===== src/rtl/ind_osc_pkg.sv =====
// Contract
// - data window then address write stores data at the next update tick (16 kHz).
// - address write alone reads the location into the data window at the next tick.
// - data window is 16 bits, as two read/write bytes: low and high.
// - status bit 0 reads one while an indirect access is pending.
// - control bit 7 is read-only and shows oscillator signal active.
// - auto reload clear stops after inactive timer; set keeps cycling.
// - zero-cross bit clear ends signal at active expiry; set waits for zero crossing.
// - control bit 4 enables the active-period timer.
// - control bit 3 enables the inactive-period timer.
// - control bit 2 enables the oscillator.
// - route field 00 none, 01 transmit, 10 receive, 11 both.
// - completed indirect access sets serviced flag; writing one clears it.
// - serviced flag reaches interrupt output only when its enable is one.
package ind_osc_pkg;

  // ==========================================================
  // register map
  localparam logic [7:0] ADDR_DATA_LO = 8'h1C;
  localparam logic [7:0] ADDR_DATA_HI = 8'h1D;
  localparam logic [7:0] ADDR_IND_ADDR = 8'h1E;
  localparam logic [7:0] ADDR_IND_STAT = 8'h1F;
  localparam logic [7:0] ADDR_OSC_CTRL = 8'h20;
  localparam logic [7:0] DATA_LO_RESET = 8'h00;
  localparam logic [7:0] READ_ZERO = 8'h00;

  // ==========================================================
  // oscillator control field positions
  localparam int CTRL_STATUS_BIT = 7;
  localparam int CTRL_RELOAD_BIT = 6;
  localparam int CTRL_ZC_BIT = 5;
  localparam int CTRL_ATE_BIT = 4;
  localparam int CTRL_ITE_BIT = 3;
  localparam int CTRL_EN_BIT = 2;
  localparam logic [1:0] ROUTE_NONE = 2'h0;
  localparam logic [1:0] ROUTE_TX = 2'h1;
  localparam logic [1:0] ROUTE_RX = 2'h2;
  localparam logic [1:0] ROUTE_BOTH = 2'h3;

  // ==========================================================
  // timing
  localparam int CLK_HZ = 250_000_000;
  localparam int UPDATE_HZ = 16_000;
  localparam int UPDATE_CYCLES = CLK_HZ / UPDATE_HZ;

  // ==========================================================
  // types
  typedef enum logic [1:0] {
    OSC_OFF = 2'b00,
    OSC_ACTIVE = 2'b01,
    OSC_WAIT_ZC = 2'b10,
    OSC_SILENT = 2'b11
  } osc_state_t;

  typedef struct packed {
    logic autoReload;
    logic zeroCrossStop;
    logic activeTimerEn;
    logic inactiveTimerEn;
    logic enable;
    logic [1:0] routeSel;
  } osc_ctrl_t;

  typedef struct packed {
    logic [7:0] addr;
    logic [7:0] wrData;
    logic wrEn;
    logic rdEn;
  } reg_req_t;

  typedef struct packed {
    logic [15:0] dataWin;
    logic [7:0] indAddr;
    logic dataTouched;
    logic pending;
    logic isWrite;
    logic irqFlag;
    logic irqOut;
    osc_ctrl_t ctrl;
    osc_state_t osc;
    logic stopped;
    logic [15:0] timeCnt;
    logic routeTx;
    logic routeRx;
    logic [7:0] rdData;
  } blk_state_t;

endpackage : ind_osc_pkg


===== src/rtl/update_tick_gen.sv =====
`timescale 1ns/1ps
module update_tick_gen #(
  parameter int DIV = 15625
) (
  // clock and reset
  input wire logic mclk,
  input wire logic nrst,
  input wire logic ce,
  // one-cycle update pulse
  output logic tick
);

  if (DIV < 2) begin : g_chk
    $error("update_tick_gen: DIV must be at least 2");
  end

  localparam int CW = $clog2(DIV);
  localparam logic [CW-1:0] LAST = CW'(DIV - 1);

  logic [CW-1:0] cnt_ff;
  logic [CW-1:0] nxt_cnt;

  // wrap at the last count so the pulse repeats every DIV cycles
  always_comb begin
    nxt_cnt = (cnt_ff == LAST) ? '0 : cnt_ff + 1'b1;
  end

  // free-running divider, frozen while ce is low
  always_ff @(posedge mclk or negedge nrst) begin
    if (!nrst) begin
      cnt_ff <= '0;
    end else if (ce) begin
      cnt_ff <= nxt_cnt;
    end
  end

  assign tick = ce && (cnt_ff == LAST);

endmodule : update_tick_gen


===== src/rtl/ind_osc_ctrl.sv =====
`timescale 1ns/1ps
module ind_osc_ctrl
  import ind_osc_pkg::*;
#(
  parameter int TICK_CYCLES = UPDATE_CYCLES,
  parameter int TIMER_W = 16
) (
  // clock, reset, enable
  input wire logic mclk,
  input wire logic nrst,
  input wire logic ce,
  // register port, read data one cycle after rdEn
  input wire reg_req_t req,
  output logic [7:0] rdData,
  // serviced interrupt: enable, write-one clear, flag, output
  input wire logic irqServicedEn,
  input wire logic irqServicedClr,
  output logic irqServicedFlag,
  output logic irqOut,
  // oscillator datapath
  input wire logic [TIMER_W-1:0] activeLen,
  input wire logic [TIMER_W-1:0] inactiveLen,
  input wire logic zeroCross,
  output logic oscSignalActive,
  output logic routeTx,
  output logic routeRx
);

  if (TIMER_W < 1 || TIMER_W > 16) begin : g_chk
    $error("ind_osc_ctrl: TIMER_W must be 1..16");
  end

  // ==========================================================
  // update tick and indirect memory
  logic tick;
  logic [15:0] indMem [256];
  logic [15:0] memRd;
  blk_state_t st_ff;
  blk_state_t nxt_st;
  logic wrLo, wrHi, wrAddr, wrCtrl, commit, oscOn, activeExp, silentExp;

  update_tick_gen #(.DIV(TICK_CYCLES)) i_update_tick_gen (
    .mclk(mclk),
    .nrst(nrst),
    .ce(ce),
    .tick(tick)
  );

  assign memRd = indMem[st_ff.indAddr];
  assign commit = tick && st_ff.pending;

  always_ff @(posedge mclk) begin
    if (ce && commit && st_ff.isWrite) begin
      indMem[st_ff.indAddr] <= st_ff.dataWin;
    end
  end

  // ==========================================================
  // register decode
  assign wrLo = req.wrEn && (req.addr == ADDR_DATA_LO);
  assign wrHi = req.wrEn && (req.addr == ADDR_DATA_HI);
  assign wrAddr = req.wrEn && (req.addr == ADDR_IND_ADDR);
  assign wrCtrl = req.wrEn && (req.addr == ADDR_OSC_CTRL);
  assign oscOn = (st_ff.osc == OSC_ACTIVE) || (st_ff.osc == OSC_WAIT_ZC);
  assign activeExp = tick && st_ff.ctrl.activeTimerEn && (st_ff.timeCnt == '0);
  assign silentExp = tick && st_ff.ctrl.inactiveTimerEn && (st_ff.timeCnt == '0);

  // ==========================================================
  // next state
  always_comb begin
    nxt_st = st_ff;
    if (wrLo) begin
      nxt_st.dataWin[7:0] = req.wrData;
      nxt_st.dataTouched = 1'b1;
    end
    if (wrHi) begin
      nxt_st.dataWin[15:8] = req.wrData;
      nxt_st.dataTouched = 1'b1;
    end
    if (commit) begin
      nxt_st.pending = 1'b0;
      if (!st_ff.isWrite) begin
        nxt_st.dataWin = memRd;
      end
    end
    if (wrAddr) begin
      nxt_st.indAddr = req.wrData;
      nxt_st.pending = 1'b1;
      nxt_st.isWrite = st_ff.dataTouched || wrLo || wrHi;
      nxt_st.dataTouched = 1'b0;
    end
    if (irqServicedClr) begin
      nxt_st.irqFlag = 1'b0;
    end
    if (commit) begin
      nxt_st.irqFlag = 1'b1;
    end
    nxt_st.irqOut = nxt_st.irqFlag && irqServicedEn;
    if (wrCtrl) begin
      nxt_st.ctrl = req.wrData[6:0];
    end
    // oscillator sequencer
    unique case (st_ff.osc)
      OSC_OFF: begin
        if (st_ff.ctrl.enable && !st_ff.stopped) begin
          nxt_st.osc = OSC_ACTIVE;
          nxt_st.timeCnt = 16'(activeLen);
        end
      end
      OSC_ACTIVE: begin
        if (tick && st_ff.timeCnt != '0) begin
          nxt_st.timeCnt = st_ff.timeCnt - 1'b1;
        end
        if (activeExp) begin
          nxt_st.osc = st_ff.ctrl.zeroCrossStop ? OSC_WAIT_ZC : OSC_SILENT;
          nxt_st.timeCnt = 16'(inactiveLen);
        end
      end
      OSC_WAIT_ZC: begin
        if (zeroCross) begin
          nxt_st.osc = OSC_SILENT;
        end
      end
      OSC_SILENT: begin
        if (tick && st_ff.timeCnt != '0) begin
          nxt_st.timeCnt = st_ff.timeCnt - 1'b1;
        end
        if (silentExp) begin
          nxt_st.timeCnt = 16'(activeLen);
          nxt_st.osc = st_ff.ctrl.autoReload ? OSC_ACTIVE : OSC_OFF;
          nxt_st.stopped = !st_ff.ctrl.autoReload;
        end
      end
    endcase
    if (!st_ff.ctrl.enable) begin
      nxt_st.osc = OSC_OFF;
      nxt_st.stopped = 1'b0;
    end
    nxt_st.routeTx = (nxt_st.osc == OSC_ACTIVE || nxt_st.osc == OSC_WAIT_ZC) && nxt_st.ctrl.routeSel[0];
    nxt_st.routeRx = (nxt_st.osc == OSC_ACTIVE || nxt_st.osc == OSC_WAIT_ZC) && nxt_st.ctrl.routeSel[1];
    // register read mux, unmapped reads zero
    if (req.rdEn) begin
      unique case (req.addr)
        ADDR_DATA_LO: nxt_st.rdData = st_ff.dataWin[7:0];
        ADDR_DATA_HI: nxt_st.rdData = st_ff.dataWin[15:8];
        ADDR_IND_ADDR: nxt_st.rdData = st_ff.indAddr;
        ADDR_IND_STAT: nxt_st.rdData = {7'h00, st_ff.pending};
        ADDR_OSC_CTRL: nxt_st.rdData = {oscOn, st_ff.ctrl};
        default: nxt_st.rdData = READ_ZERO;
      endcase
    end
  end

  // ==========================================================
  // state register
  always_ff @(posedge mclk or negedge nrst) begin
    if (!nrst) begin
      st_ff <= '0;
      st_ff.dataWin[7:0] <= DATA_LO_RESET;
      st_ff.osc <= OSC_OFF;
    end else if (ce) begin
      st_ff <= nxt_st;
    end
  end

  assign rdData = st_ff.rdData;
  assign irqServicedFlag = st_ff.irqFlag;
  assign irqOut = st_ff.irqOut;
  assign oscSignalActive = oscOn;
  assign routeTx = st_ff.routeTx;
  assign routeRx = st_ff.routeRx;

  // ==========================================================
  // checks
  pend_set_a: assert property (@(posedge mclk) disable iff (!nrst)
    ce && wrAddr |=> st_ff.pending)
    else $error("pending not set by address write");
  pend_hold_a: assert property (@(posedge mclk) disable iff (!nrst)
    st_ff.pending && !tick && !wrAddr |=> st_ff.pending)
    else $error("pending dropped before update tick");
  mem_store_a: assert property (@(posedge mclk) disable iff (!nrst)
    ce && commit && st_ff.isWrite |=> indMem[$past(st_ff.indAddr)] == $past(st_ff.dataWin))
    else $error("indirect write not stored");
  read_load_a: assert property (@(posedge mclk) disable iff (!nrst)
    ce && commit && !st_ff.isWrite && !wrLo && !wrHi |=> st_ff.dataWin == $past(memRd))
    else $error("indirect read not loaded");
  flag_set_a: assert property (@(posedge mclk) disable iff (!nrst)
    ce && commit && !wrAddr |=> st_ff.irqFlag && !st_ff.pending)
    else $error("serviced flag not set on completion");
  irq_mask_a: assert property (@(posedge mclk) disable iff (!nrst)
    irqOut |-> st_ff.irqFlag && $past(irqServicedEn))
    else $error("interrupt output not masked");
  osc_off_a: assert property (@(posedge mclk) disable iff (!nrst)
    ce && !st_ff.ctrl.enable |=> st_ff.osc == OSC_OFF)
    else $error("oscillator runs while disabled");
  zc_wait_a: assert property (@(posedge mclk) disable iff (!nrst)
    ce && st_ff.osc == OSC_ACTIVE && activeExp && st_ff.ctrl.enable && st_ff.ctrl.zeroCrossStop
    |=> st_ff.osc == OSC_WAIT_ZC)
    else $error("zero-cross wait skipped");
  active_hold_a: assert property (@(posedge mclk) disable iff (!nrst)
    ce && st_ff.osc == OSC_ACTIVE && st_ff.ctrl.enable && !st_ff.ctrl.activeTimerEn
    |=> st_ff.osc == OSC_ACTIVE)
    else $error("active period ended with its timer off");
  silent_hold_a: assert property (@(posedge mclk) disable iff (!nrst)
    ce && st_ff.osc == OSC_SILENT && st_ff.ctrl.enable && !st_ff.ctrl.inactiveTimerEn
    |=> st_ff.osc == OSC_SILENT)
    else $error("silent period ended with its timer off");
  reload_stop_a: assert property (@(posedge mclk) disable iff (!nrst)
    st_ff.osc == OSC_SILENT && silentExp && st_ff.ctrl.enable && !st_ff.ctrl.autoReload
    |=> st_ff.osc == OSC_OFF && st_ff.stopped)
    else $error("oscillator kept running without reload");
  route_tx_a: assert property (@(posedge mclk) disable iff (!nrst)
    routeTx |-> oscOn && st_ff.ctrl.routeSel[0])
    else $error("transmit route wrong");
  stat_read_a: assert property (@(posedge mclk) disable iff (!nrst)
    ce && req.rdEn && req.addr == ADDR_OSC_CTRL |=> rdData[CTRL_STATUS_BIT] == $past(oscOn))
    else $error("status bit wrong on read");

endmodule : ind_osc_ctrl


===== config.mk =====
export PLATFORM = sky130hd
export DESIGN_NAME = ind_osc_ctrl
export DESIGN_NICKNAME = d
export VERILOG_FILES = /design/src/rtl/ind_osc_pkg.sv /design/src/rtl/update_tick_gen.sv /design/src/rtl/ind_osc_ctrl.sv
export SDC_FILE = /design/constraint.sdc
export NUM_CORES = 2
export LEC_CHECK = 0
export BUFFER_PORTS_ARGS = -buffer_cell sky130_fd_sc_hd__buf_4
export CAP_MARGIN = 20
export CELL_PAD_IN_SITES_DETAIL_PLACEMENT = 2
export CELL_PAD_IN_SITES_GLOBAL_PLACEMENT = 2
export CORE_ASPECT_RATIO = 0.9
export CORE_MARGIN = 3
export CORE_UTILIZATION = 49
export CTS_CLUSTER_SIZE = 25
export DETAILED_ROUTE_END_ITERATION = 7
export PLACE_DENSITY_LB_ADDON = 0.1
export SYNTH_ARGS = -nofsm -noshare
export SYNTH_HDL_FRONTEND = slang
export SYNTH_SLANG_ARGS = --single-unit

===== constraint.sdc =====
create_clock -name mclk -period 7 [get_ports mclk]
set_clock_uncertainty 0.1 [all_clocks]
set_input_delay 0.7 -clock mclk [delete_from_list [all_inputs] [get_ports mclk]]
set_output_delay 0.7 -clock mclk [all_outputs]
set_load 0.01 [all_outputs]

==> metrics.cfg, run 1 <==
[floorplanning]
start_util_pct = 49.5
die_w_um = 610
die_h_um = 549
ios = 69
rows = 198

[synthesis]
synth_simple_gate_area_share_pct = 2.16
synthXorXnorAreaFrac_pct = 0.0600
synth_compound_area_share_pct = 3.33
synthCells = 7426
ys_ff_latch = 4175
yosysWarnings = 0
synth_top_family_by_area = multiplexers
synth.distinct_cells = 92
avgSynthCellArea_sq_um = 21.6
synth_area_sq_um = 161000
synth_ff_type = edfxtp_1
syn_nets = 7491
seq_area_frac_synth_pct = 77.8
synth_mux_area_share_pct = 15.3
synthArstFlopShare_pct = 1.89
synth_edf_count = 4096
synth_fa_ha_area_share_pct = 0.0701

[place]
io_buffers = 68
dp_hpwl_mm = 361
place.gp.congestion = 0.857

[outcome]
error = [ERROR DPL-0033] detailed placement checks failed during check placement.
haltStage = detailed placement
status = aborted with a tool error

## cells in the mapped netlist (all sizes together), types with 9 or more instances
library cell	instances	area share, %
dfrtp	79	1.2
buf	193	0.62
nor3	16	0.050
nand2	145	0.34
mux2i	277	1.7
o221ai	21	0.11
nand2b	10	0.039
a222oi	12	0.075
o21ai	62	0.19
a211oi	20	0.097
nor2	382	0.89
inv	17	0.040
ha	9	0.070
a22oi	104	0.49
o211ai	17	0.079
nor4	37	0.15
nand3	94	0.29
a31oi	25	0.097
o22ai	217	0.84
mux4	955	13
a21oi	41	0.13
a22o	32	0.17
a221oi	22	0.12
and3	18	0.071
clkbuf	243	0.58
nor2b	14	0.055
a2111oi	23	0.13
o2111ai	34	0.19
o22a	45	0.25
edfxtp	4096	77
mux2	32	0.22
## cells by family after synthesis
kind of cell,count (synthesis)
flip-flops,4175
multiplexers,1264
AND/OR/NAND/NOR,773
AO/OA/AOI/OAI,738
buffers and inverters,456
XOR/XNOR,11
adder cells (fa/ha/maj),9
## through the flow
step | cells | worst slack (ps) | hold WS, ps
2_1_floorplan | 7426 | 2860 | 304
3_3_place_gp | 11800 | 1540 | 365
==> run 2: changes to the inputs <==
==> config.mk (replaced) <==
export PLATFORM = sky130hd
export DESIGN_NAME = ind_osc_ctrl
export DESIGN_NICKNAME = d
export VERILOG_FILES = /design/src/rtl/ind_osc_pkg.sv /design/src/rtl/update_tick_gen.sv /design/src/rtl/ind_osc_ctrl.sv
export SDC_FILE = /design/constraint.sdc
export NUM_CORES = 2
export LEC_CHECK = 0
export BUFFER_PORTS_ARGS = -buffer_cell sky130_fd_sc_hd__buf_4
export CAP_MARGIN = 20
export CORE_MARGIN = 3
export CORE_UTILIZATION = 34
export DETAILED_ROUTE_END_ITERATION = 7
export PLACE_DENSITY_LB_ADDON = 0.15
export SYNTH_ARGS = -nofsm -noshare
export SYNTH_HDL_FRONTEND = slang
export SYNTH_SLANG_ARGS = --single-unit
==> metrics.cfg, run 2 <==
[critical_path]
cp.arrival_ps = 5690
worstSetupEndpointType = register
worstSetupPathType = reg -> reg
path_max_fanout = 11
r2r_end = indMem[28][9]
worstPathRequired_ps = 7570
r2r_start = i_update_tick_gen.cnt_ff[4]
r2r_setup_slack_ps = 1880
r2r.worst_path.cells = 11
startpoint_type = register

[clocking]
clkTransAtPathRegs_ps = 60
cts_buffers = 434
hold_buffers = 51
clockBufferDepth = 4
cts_htree_levels = 5
post_cts_resized = 0
root_buffer = clkbuf_16
clock_latency_ps = 1000
postCtsSetupBuffers = 0
cts.sinks = 4175
cts_tree = done

[place]
place.gp.congestion = 0.847
io_buffers = 68
dp_hpwl_mm = 303
place_inst = 13700

[synthesis]
yosys.area.top_type = edfxtp_1
syn_nets = 7491
synthCells = 7426
synth.area.top_cells = edfxtp_1, mux4_2, mux2i_1
yosysTopAreaCellShare_pct = 76.6
ys_ff_latch = 4175
synth.most_common_cell = edfxtp_1
synth_ff_type = edfxtp_1
avgSynthCellArea_sq_um = 21.6
synth_commonest_cells = edfxtp_1, mux4_2, nor2_1
synth.distinct_cells = 92
synth_edf_count = 4096
synth_area_sq_um = 161000
yosysWarnings = 0
seq_area_frac_synth_pct = 77.8
synthArstFlopShare_pct = 1.89

[detailed_routing]
drc = 0
routed_via_density = 5.58
ant_nets = 0
drt-pass1-iter-count = 7
wirelength_mm = 497
avgRoutedWirePerCell_um = 34.2
via_count = 81100
drt_iter0_drc = 9957

[layout]
drive_above_1_share_pct = 27.6
reg_top3 = indMem: 4096 flops, st_ff: 53 flops, i_update_tick_gen.cnt_ff: 14 flops
final_cell_mix = edfxtp_1, mux4_2, clkbuf_16, buf_4, mux2i_1
layout.nets = 8042
largest-register = indMem
final_common_cell = edfxtp_1
fillers = 41600
largest_reg_flops = 4096
area_delta_synth_final_pct = 15.6
final_cells = 14600

[global_routing]
grt_pass1_vias = 81300
grt_max_degree = 190
use_met1_pct = 29.4
antenna_found_initial = 32
grt.busiest_layer = met2
use_met3_pct = 3.29
track_usage_pct = 20.4
gr-total-overflow = 0
grt_pass1_wl_mm = 688
grt_util_met2_pct = 32.0

[hold_path]
hold_path_class = in -> async

[floorplanning]
start_util_pct = 34.3
fp.coreArea_sq_um = 469000
die_h_um = 693
ios = 69
rows = 251
die_area_sq_um = 481000
die_w_um = 693

[sta]
max_slew.worst_pin.slew_ps = 1320
fmax_ghz = 0.195
tns_ps = 0
rsz0062_at_grt = false
relSlewSlack_pct = 11.8
finalCritPeriodShare_pct = 73.1
final_max_slew_viol_count = 0
period_needed_ps = 5120
setup_viol = 0
finalHoldViolations = 0

[power_and_ir_drop]
total_power_mw = 52.3
powerDensity_nw_per_um2 = 282
vdd_ir_drop_max_mv = 0.223
p_leak_nw = 58.7

[outcome]
status = finished, final reports clean

[run]
cap_violations = 0

## run 2: cell counts after synthesis
Identical to the previous run, type by type.
## run 2: cell families (layout without fill, tap and decap cells)
group	after synthesis	in the layout	share of synthesized area, %
muxes	1264	1264	15.3
AOI/OAI and AO/OA	738	738	3.33
buffers and inverters	456	1371	1.25
adders and majority gates	9	9	0.0701
xor gates and xnor gates	11	11	0.0600
and+or+nand+nor	773	773	2.16
other	0	12	0
DFF	4175	4175	77.8
## run 2: final cells by class
type | count | area (sq um) | area share, %
Sequential cell | 4175 | 125000 | 67.3
Multi-Input combinational cell | 2795 | 34200 | 18.4
Clock buffer | 554 | 11600 | 6.23
Tap cell | 6198 | 7750 | 4.18
Timing Repair Buffer | 552 | 5020 | 2.70
Clock inverter | 246 | 2070 | 1.12
Inverter | 19 | 81.3 | 0.0438
Antenna cell | 12 | 30.0 | 0.0162
## run 2: worst max-delay path by stage
stage,start,end,slack (ps),cells past startpoint
after floorplan,st_ff[61],rdData[4],2860,3
after global placement,st_ff[41],st_ff[55],1630,7
after detailed placement,ce,indMem[28][13],1870,11
after CTS,i_update_tick_gen.cnt_ff[4],indMem[29][9],1820,11
after global routing,i_update_tick_gen.cnt_ff[4],indMem[28][3],1560,11
final,i_update_tick_gen.cnt_ff[4],indMem[28][9],1880,11
## run 2: critical path: stages, from the launching register on
cell     delay (ps)
dfrtp_1         420
nor4b_1         490
nand4_1         360
nor2_1          650
nand3_1         230
buf_4           240
nor3_2          160
buf_4           270
nand2_1         510
buf_4           370
nor2_1          630
buf_4           320
## run 2: where the power goes
part	total [mW]	internal, mW	switching [mW]
clock network	22.4	12.7	9.74
registers	27.7	27.5	0.187
logic	2.23	0.684	1.55
total	52.3	40.8	11.5
## run 2: layer usage
| metal | vias to the layer above | wire [um] |
|---|---|---|
| met1 | 44500 | 215000 |
| met2 | 3348 | 231000 |
| met5 | - | 32 |
| met4 | 4 | 15700 |
| met3 | 649 | 35500 |
| li1 | 32600 | - |
## run 2: through the flow
| stage | area (sq um) | utilization, % | setup WS, ps | hold slack, ps |
|---|---|---|---|---|
| final | 186000 | 39.6 | 1880 | 93.8 |
| after floorplan | 161000 | - | 2860 | 304 |
| after global routing | 186000 | 39.6 | 1560 | 105 |
| after global placement | 171000 | 36.5 | 1630 | 368 |
| after CTS | 186000 | 39.6 | 1820 | 16.7 |
| after detailed placement | 171000 | 36.5 | 1870 | 369 |
Power figures use the tool's default switching activity.
